## src/adcseq_defines.vh

```
// Purpose: constants for the conversion sequencer
// Assumes: 100 MHz mclk is the device oscillator
// Notes: definitions only
`ifndef ADCSEQ_DEFINES_VH
`define ADCSEQ_DEFINES_VH
`define ADCSEQ_CCP_SPECIAL   4'hB
`define ADCSEQ_CLK_DIV2      2'h0
`define ADCSEQ_CLK_DIV8      2'h1
`define ADCSEQ_CLK_DIV32     2'h2
`define ADCSEQ_CLK_RC        2'h3
`define ADCSEQ_TOSC_2        6'h02
`define ADCSEQ_TOSC_8        6'h08
`define ADCSEQ_TOSC_32       6'h20
`define ADCSEQ_CONV_PERIODS  4'hD
`define ADCSEQ_DONE_PERIOD   4'hE
`define ADCSEQ_RESULT_BITS   12
`define ADCSEQ_QPH_Q2        2'h1
`define ADCSEQ_INSTR_QUARTERS 3'h4
`endif

```

## src/adcseq_period_gen.v

```verilog
// Purpose: conversion bit period tick generator
// Assumes: rc_tick is already synchronised to mclk
// Notes: half tick marks the falling edge of a period
`include "adcseq_defines.vh"
`default_nettype none
module adcseq_period_gen (
    // Clock and reset
    input  wire       mclk,
    input  wire       reset_n,
    // Control
    input  wire       run,
    input  wire [1:0] conv_clock_select,
    input  wire       rc_tick,
    // Ticks
    output reg        rise_tick,
    output reg        fall_tick
);
    reg  [5:0] cnt_q;
    reg        rc_phase_q;
    reg  [5:0] len;

    always @* begin
        case (conv_clock_select)
            `ADCSEQ_CLK_DIV2:  len = `ADCSEQ_TOSC_2;
            `ADCSEQ_CLK_DIV8:  len = `ADCSEQ_TOSC_8;
            default:           len = `ADCSEQ_TOSC_32;
        endcase
    end

    // RC clock: rising half then falling half per rc edge pair
    always @(posedge mclk or negedge reset_n) begin
        if (!reset_n) begin
            cnt_q      <= 6'h00;
            rc_phase_q <= 1'b0;
            rise_tick  <= 1'b0;
            fall_tick  <= 1'b0;
        end else if (!run) begin
            cnt_q      <= 6'h00;
            rc_phase_q <= 1'b0;
            rise_tick  <= 1'b0;
            fall_tick  <= 1'b0;
        end else if (conv_clock_select == `ADCSEQ_CLK_RC) begin
            rise_tick <= rc_tick & ~rc_phase_q;
            fall_tick <= rc_tick & rc_phase_q;
            if (rc_tick)
                rc_phase_q <= ~rc_phase_q;
        end else begin
            rise_tick <= (cnt_q == 6'h00);
            fall_tick <= (cnt_q == (len >> 1));
            if (cnt_q == len - 6'h01)
                cnt_q <= 6'h00;
            else
                cnt_q <= cnt_q + 6'h01;
        end
    end
endmodule // adcseq_period_gen
`default_nettype wire

```

## src/adcseq_sequencer.v

```verilog
// Purpose: start, stop and finish of analog conversions
// Assumes: comparator result arrives one bit per period, msb first
// Notes: result bytes have no reset, they survive warm resets
// What this block does
// - Special event starts conversion only with mode 1011b and converter on.
// - Special event sets go flag on second quarter phase and clears timer.
// - Converter off ignores special event, but timer still clears.
// - Reset restores control state, turns converter off, aborts conversion.
// - Non power-on reset leaves both result bytes unchanged.
// - Result bytes undefined after power-on; no initialisation needed.
// - Sampling period length does not depend on kept bit count.
// - Clearing go flag mid conversion stops it, unresolved bits zero.
// - With RC clock, wait one instruction cycle before converting.
// - Completion clears go flag and loads both result bytes.
// - Sleep completion wakes device when conversion interrupt enabled.
// - Interrupt disabled: stay asleep, converter on stays set.
// - Non-RC clock: sleep aborts conversion, powers down, on bit kept.
// - Thirteen bit periods; done flag on 14th rise, go clears on fall.
// - Clock select 00,01,10 give 2,8,32 oscillator periods; 11 is RC.
`include "adcseq_defines.vh"
`default_nettype none
module adcseq_sequencer (
    // Clock and reset
    input  wire        mclk,
    input  wire        reset_n,
    // Software control
    input  wire        converter_on_wr,
    input  wire        converter_on_in,
    input  wire        go_set,
    input  wire        go_clear,
    input  wire [1:0]  conv_clock_select,
    input  wire        done_flag_clear,
    input  wire        conv_int_enable,
    input  wire        sleep_req,
    // Trigger unit
    input  wire        special_event,
    input  wire [3:0]  capture_compare_mode_field,
    // Analog side, pins from outside
    input  wire        rc_clk_pin,
    input  wire        comparator_pin,
    // Status
    output reg         converter_on,
    output reg         convert_go_flag,
    output reg         conversion_done_flag,
    output reg         converter_powered,
    output reg         timer_clear,
    output reg         wake_req,
    output reg         sampling,
    output reg  [1:0]  quarter_phase,
    output reg  [7:0]  result_high_byte,
    output reg  [7:0]  result_low_byte
);
    localparam [1:0] ST_IDLE = 2'h0;
    localparam [1:0] ST_WAIT = 2'h1;
    localparam [1:0] ST_CONV = 2'h2;

    reg  [1:0]  state_q;
    reg  [3:0]  period_q;
    reg  [2:0]  wait_q;
    reg  [11:0] sar_q;
    reg         asleep_q;
    reg         rc_s1_q, rc_s2_q, rc_s3_q;
    reg         cmp_s1_q, cmp_s2_q;
    reg         evt_pend_q;
    wire        rc_tick;
    wire        rise_tick;
    wire        fall_tick;
    wire        rc_sel;
    wire        trig_ok;
    wire        abort_sleep;

    assign rc_sel      = (conv_clock_select == `ADCSEQ_CLK_RC);
    assign trig_ok     = converter_on &&
                         (capture_compare_mode_field == `ADCSEQ_CCP_SPECIAL);
    assign abort_sleep = asleep_q && !rc_sel;
    assign rc_tick     = rc_s2_q ^ rc_s3_q;

    // Pin synchronisers, first stage read only by second
    always @(posedge mclk or negedge reset_n) begin
        if (!reset_n) begin
            rc_s1_q  <= 1'b0;
            rc_s2_q  <= 1'b0;
            rc_s3_q  <= 1'b0;
            cmp_s1_q <= 1'b0;
            cmp_s2_q <= 1'b0;
        end else begin
            rc_s1_q  <= rc_clk_pin;
            rc_s2_q  <= rc_s1_q;
            rc_s3_q  <= rc_s2_q;
            cmp_s1_q <= comparator_pin;
            cmp_s2_q <= cmp_s1_q;
        end
    end

    adcseq_period_gen u_period (
        .mclk              (mclk),
        .reset_n           (reset_n),
        .run               (state_q == ST_CONV),
        .conv_clock_select (conv_clock_select),
        .rc_tick           (rc_tick),
        .rise_tick         (rise_tick),
        .fall_tick         (fall_tick)
    );

    // Quarter phase counter, one oscillator period each
    always @(posedge mclk or negedge reset_n) begin
        if (!reset_n)
            quarter_phase <= 2'h0;
        else
            quarter_phase <= quarter_phase + 2'h1;
    end

    // Timer clear is not gated by converter_on
    always @(posedge mclk or negedge reset_n) begin
        if (!reset_n)
            timer_clear <= 1'b0;
        else
            timer_clear <= special_event;
    end

    always @(posedge mclk or negedge reset_n) begin
        if (!reset_n) begin
            converter_on         <= 1'b0;
            convert_go_flag      <= 1'b0;
            conversion_done_flag <= 1'b0;
            converter_powered    <= 1'b0;
            wake_req             <= 1'b0;
            sampling             <= 1'b0;
            asleep_q             <= 1'b0;
            evt_pend_q           <= 1'b0;
            state_q              <= ST_IDLE;
            period_q             <= 4'h0;
            wait_q               <= 3'h0;
            sar_q                <= 12'h000;
        end else begin
            // Wake request is a one-cycle pulse
            wake_req <= 1'b0;
            if (converter_on_wr)
                converter_on <= converter_on_in;
            if (sleep_req)
                asleep_q <= 1'b1;
            else if (wake_req)
                asleep_q <= 1'b0;
            // Non-RC sleep powers the analog part down, on bit kept
            converter_powered <= converter_on && !abort_sleep;
            // Sampling runs whenever converter is on and idle
            sampling <= converter_on && (state_q == ST_IDLE);
            // Hold trigger until the second quarter phase
            if (special_event && trig_ok)
                evt_pend_q <= 1'b1;
            if (evt_pend_q && quarter_phase == `ADCSEQ_QPH_Q2) begin
                evt_pend_q      <= 1'b0;
                convert_go_flag <= 1'b1;
            end else if (go_set && converter_on && !converter_on_wr) begin
                // Setting on and go together leaves go unset
                convert_go_flag <= 1'b1;
            end
            if (done_flag_clear)
                conversion_done_flag <= 1'b0;
            case (state_q)
                ST_IDLE: begin
                    // A same-cycle software clear must not start a run
                    if (convert_go_flag && converter_on && !abort_sleep && !go_clear) begin
                        sar_q    <= 12'h000;
                        period_q <= 4'h0;
                        wait_q   <= 3'h0;
                        state_q  <= rc_sel ? ST_WAIT : ST_CONV;
                    end
                end
                ST_WAIT: begin
                    // Lets the sleep instruction run before converting
                    wait_q <= wait_q + 3'h1;
                    if (wait_q == `ADCSEQ_INSTR_QUARTERS - 3'h1)
                        state_q <= ST_CONV;
                    if (go_clear || abort_sleep)
                        state_q <= ST_IDLE;
                end
                ST_CONV: begin
                    if (rise_tick) begin
                        period_q <= period_q + 4'h1;
                        if (period_q >= 4'h1 && period_q < `ADCSEQ_CONV_PERIODS)
                            sar_q[4'hC - period_q] <= cmp_s2_q;
                        if (period_q == `ADCSEQ_CONV_PERIODS) begin
                            conversion_done_flag <= 1'b1;
                            if (asleep_q && conv_int_enable)
                                wake_req <= 1'b1;
                        end
                    end
                    if (fall_tick && period_q == `ADCSEQ_DONE_PERIOD) begin
                        convert_go_flag <= 1'b0;
                        state_q         <= ST_IDLE;
                    end
                    if (go_clear || abort_sleep) begin
                        // Unresolved bits stay zero from the start clear
                        convert_go_flag <= 1'b0;
                        state_q         <= ST_IDLE;
                    end
                end
                default: state_q <= ST_IDLE;
            endcase
            // Clear or sleep abort in any state, so go never sticks
            if (go_clear || abort_sleep)
                convert_go_flag <= 1'b0;
        end
    end

    // No reset: contents survive warm resets
    always @(posedge mclk) begin
        if (state_q == ST_CONV &&
            ((fall_tick && period_q == `ADCSEQ_DONE_PERIOD) || go_clear)) begin
            result_high_byte <= {4'h0, sar_q[11:8]};
            result_low_byte  <= sar_q[7:0];
        end
    end
endmodule // adcseq_sequencer
`default_nettype wire

```

## config.mk

```make
export PLATFORM = sky130hd
export DESIGN_NAME = adcseq_sequencer
export DESIGN_NICKNAME = d
export VERILOG_FILES = /design/src/adcseq_period_gen.v /design/src/adcseq_sequencer.v
export VERILOG_INCLUDE_DIRS = /design/src
export SDC_FILE = /design/constraint.sdc
export NUM_CORES = 1
export LEC_CHECK = 0
export BUFFER_PORTS_ARGS = -buffer_cell sky130_fd_sc_hd__buf_2
export CAP_MARGIN = 20
export CORE_MARGIN = 1
export CORE_UTILIZATION = 45
export DETAILED_ROUTE_END_ITERATION = 16
export PLACE_DENSITY = 0.63
export SETUP_SLACK_MARGIN = 0.15
export SYNTH_ARGS = -nofsm -noshare
export SYNTH_HDL_FRONTEND = slang
export SYNTH_SLANG_ARGS = --single-unit
export TNS_END_PERCENT = 30
```

## constraint.sdc

```tcl
create_clock -name mclk -period 5.5 [get_ports mclk]
set_input_delay 1.1 -clock mclk [delete_from_list [all_inputs] [get_ports mclk]]
set_output_delay 1.1 -clock mclk [all_outputs]
set_load 0.005 [all_outputs]
```

==> impl_metrics.py <==
metrics = {
    "cells_and_area": {
        "final_common_cell": "dfrtp_1",
        "num_antenna_cells": 0,
        "drive_gt1_share_pct": 19.8,
        "fin_nets": 347,
        "area_delta_synth_final_pct": 15.3,
        "layout_common_cells": "dfrtp_1, buf_2, nand2_1, o211ai_1, nand3_1",
    },
    "drt": {
        "first_pass_iters": 4,
        "drt_iter0_markers": 207,
        "drt_wl_total_um": 5970,
        "post_drt_wl_per_cell_um": 14.9,
        "antenna_left": 0,
        "drc": 0,
        "met2_length_um": 2640,
        "viasPerCell": 5.63,
        "wl_met1_um": 2970,
        "vias": 2253,
        "wl_met3_um": 266,
        "top_layer": "met4",
    },
    "grt": {
        "grt_pass1_vias": 2162,
        "grt_usage_pct": 18.7,
        "grt_pass1_wl_um": 10300,
        "grt_start_max_net_pins": 47,
        "antenna_found_initial": 0,
        "grt.overflow.total": 0,
    },
    "power": {
        "p_int_w": 0.000694,
        "vdd_ir_drop_max_v": 0.000178,
        "power.share.clock_pct": 42.7,
        "p_seq_share_pct": 52.2,
        "power_w": 0.000894,
        "p_sw_w": 0.000200,
        "leakagePower_nw": 1.46,
        "p_sw_share_pct": 22.4,
        "powerDensity_nw_per_um2": 263,
        "combPwrFrac_pct": 5.2,
    },
    "synthesis": {
        "avgSynthCellArea_um2": 10.6,
        "async_flop_share_pct": 79.3,
        "synth_edf_count": 12,
        "ys_seq_area_share_pct": 51.3,
        "syn_inst": 277,
        "synth.distinct_cells": 57,
        "netlist_area_um2": 2950,
        "ys_warn_count": 0,
        "synth_top_flop_cell": "dfrtp_1",
        "synth-seq-cells": 58,
    },
    "clocking": {
        "postCtsHoldBufs": 0,
        "cts_sinks": 58,
        "cts_tree": "yes",
        "insertion_delay_ns": 0.34,
        "cts_buffer_depth": 2,
        "cts_root_buf": "clkbuf_8",
        "ctsResizeCount": 0,
        "clk_pin_slew_worst_paths_ns": 0.07,
        "cts_setup_buffers": 0,
        "numCtsBuffers": 9,
        "htreeDepth": 3,
    },
    "die": {
        "fp.dieH_um": 82.9,
        "die_width_um": 82.9,
        "dieArea_um2": 6870,
        "core_area_um2": 6350,
        "row_count": 29,
        "start_util_pct": 46.4,
        "io_pins": 43,
    },
    "min_path": {
        "hold_path_class": "reg -> reg",
    },
    "critical_path": {
        "cp_max_fo": 10,
        "endpoint_kind": "flip-flop",
        "crit_type": "reg -> reg",
        "cp-start-kind": "flip-flop",
        "critical_path_arrival_ns": 2.66,
        "required_ns": 5.71,
    },
    "sta": {
        "finalSetupViolations": 0,
        "drv_slew": 0,
        "finalCritPeriodShare_pct": 44.5,
        "slew_headroom_pct": 66.4,
        "worst_pin_slew_ns": 0.500,
        "fin_worst_skew_ns": 0.00837,
        "fmax_ghz": 0.409,
        "rsz0062_at_grt": "false",
        "period_needed_ns": 2.45,
        "hold_viol_final": 0,
        "setup_tns_ns": 0,
    },
    "placed_design": {
        "portBuffers": 38,
        "hpwl_um": 3990,
        "place_congestion": 0.782,
    },
    "job": {
        "cap_violations": 0,
    },
    "run_status": {
        "status": "finished clean",
    },
}
area by class of cell:
class                           instances  area, um^2
Sequential cell                        58        1510
Clock inverter                          3        40.0
Tap cell                               77        96.3
Fill cell                             568        2950
Inverter                               14        52.6
Multi-Input combinational cell        193        1310
Clock buffer                           13         149
Timing Repair Buffer                   42         236
Yosys cell counts (all sizes together), types with 2 or more instances:
| cell type | number | area (um^2) |
|---|---|---|
| nor4b | 2 | 17.5 |
| o21a | 3 | 22.5 |
| and2 | 3 | 21.3 |
| ha | 11 | 138 |
| edfxtp | 12 | 360 |
| a21boi | 8 | 63.8 |
| nor3b | 2 | 15.0 |
| nor2 | 13 | 51.3 |
| clkbuf | 6 | 22.5 |
| o31ai | 3 | 22.5 |
| nand4 | 3 | 18.8 |
| nor3 | 6 | 30.0 |
| a21o | 3 | 22.5 |
| o21bai | 2 | 15.0 |
| a221o | 4 | 40.0 |
| inv | 14 | 52.6 |
| o211ai | 18 | 135 |
| mux2 | 2 | 22.5 |
| nand3b | 4 | 30.0 |
| xnor2 | 3 | 26.3 |
| nand2 | 25 | 93.8 |
| a22o | 8 | 70.1 |
| and3 | 2 | 12.5 |
| nor2b | 5 | 31.3 |
| o21ai | 7 | 35.0 |
| nand4b | 2 | 17.5 |
| and3b | 2 | 17.5 |
| dfrtp | 46 | 1150 |
| a21oi | 11 | 55.1 |
| buf | 9 | 60.1 |
| nand3 | 16 | 80.1 |
worst paths after layout:
kind | cells after the start | start | endpoint | slack, ns
worst min-delay path | 0 | rc_s1_q | rc_s2_q | 0.35
max in group asynchronous | 2 | reset_n | cmp_s2_q | 4.42
min in group asynchronous | 1 | reset_n | conversion_done_flag | 0.61
worst min register to register | 0 | rc_s1_q | rc_s2_q | 0.35
worst max register to register | 6 | period_q[0] | sar_q[11] | 3.05
worst max-delay path | 6 | period_q[0] | sar_q[11] | 3.05
layer usage:
| metal | global-route usage [%] | vias to the layer above |
|---|---|---|
| met5 | 0 | - |
| met4 | 6.58 | 0 |
| met3 | 5.47 | 10 |
| met2 | 28.2 | 55 |
| met1 | 25.9 | 1095 |
| li1 | - | 1093 |
sequential cells by signal, indices dropped and copies added (netlist names), 2 cells and up:
name and count:
sar_q 12, result_low_byte 8, state_q 2, u_period.cnt_q 6, result_high_byte 4, period_q 4, quarter_phase 2, wait_q 3
cells by family (layout without fill, tap and decap cells):
group	after synthesis	after routing	synth area share [%]
and+or+nand+nor	94	94	17.5
adders and majority gates	11	11	4.67
buffers and inverters	29	72	4.59
xor gates and xnor gates	4	4	1.19
DFF	58	58	51.3
muxes	3	3	1.10
other	1	4	0.127
AOI/OAI and AO/OA	77	77	19.5
per-stage QoR:
stage	setup slack, ns	hold slack, ns	utilization [%]	cells	area (um^2)
final	3.05	0.348	53.5	400	3400
after global routing	2.88	0.354	53.5	400	3400
after CTS	3.06	0.351	53.0	398	3360
after detailed placement	2.80	0.336	50.0	382	3180
after global placement	2.80	0.334	50.0	382	3180
after floorplan	3.05	0.331	-	280	2960
critical path, cell delays in order (launching register included):
cell      delay (ns)
dfrtp_1         0.48
inv_1           0.19
ha_1            0.33
nor4b_1         0.18
nand4b_1        0.50
and2_4          0.35
a221o_1         0.28
power by group through the flow:
| stage | Sequential [W] | Clock (W) | Combinational, W |
|---|---|---|---|
| 2_1_floorplan | 0.000469 | 0 | 0.0000300 |
| 3_3_place_gp | 0.000474 | 0 | 0.0000438 |
| 3_5_place_dp | 0.000475 | 0 | 0.0000453 |
| 4_1_cts | 0.000466 | 0.000389 | 0.0000453 |
| 5_1_grt | 0.000469 | 0.000411 | 0.0000527 |
| 6_report | 0.000467 | 0.000382 | 0.0000461 |
No activity file was read; power rests on OpenSTA's default activity.
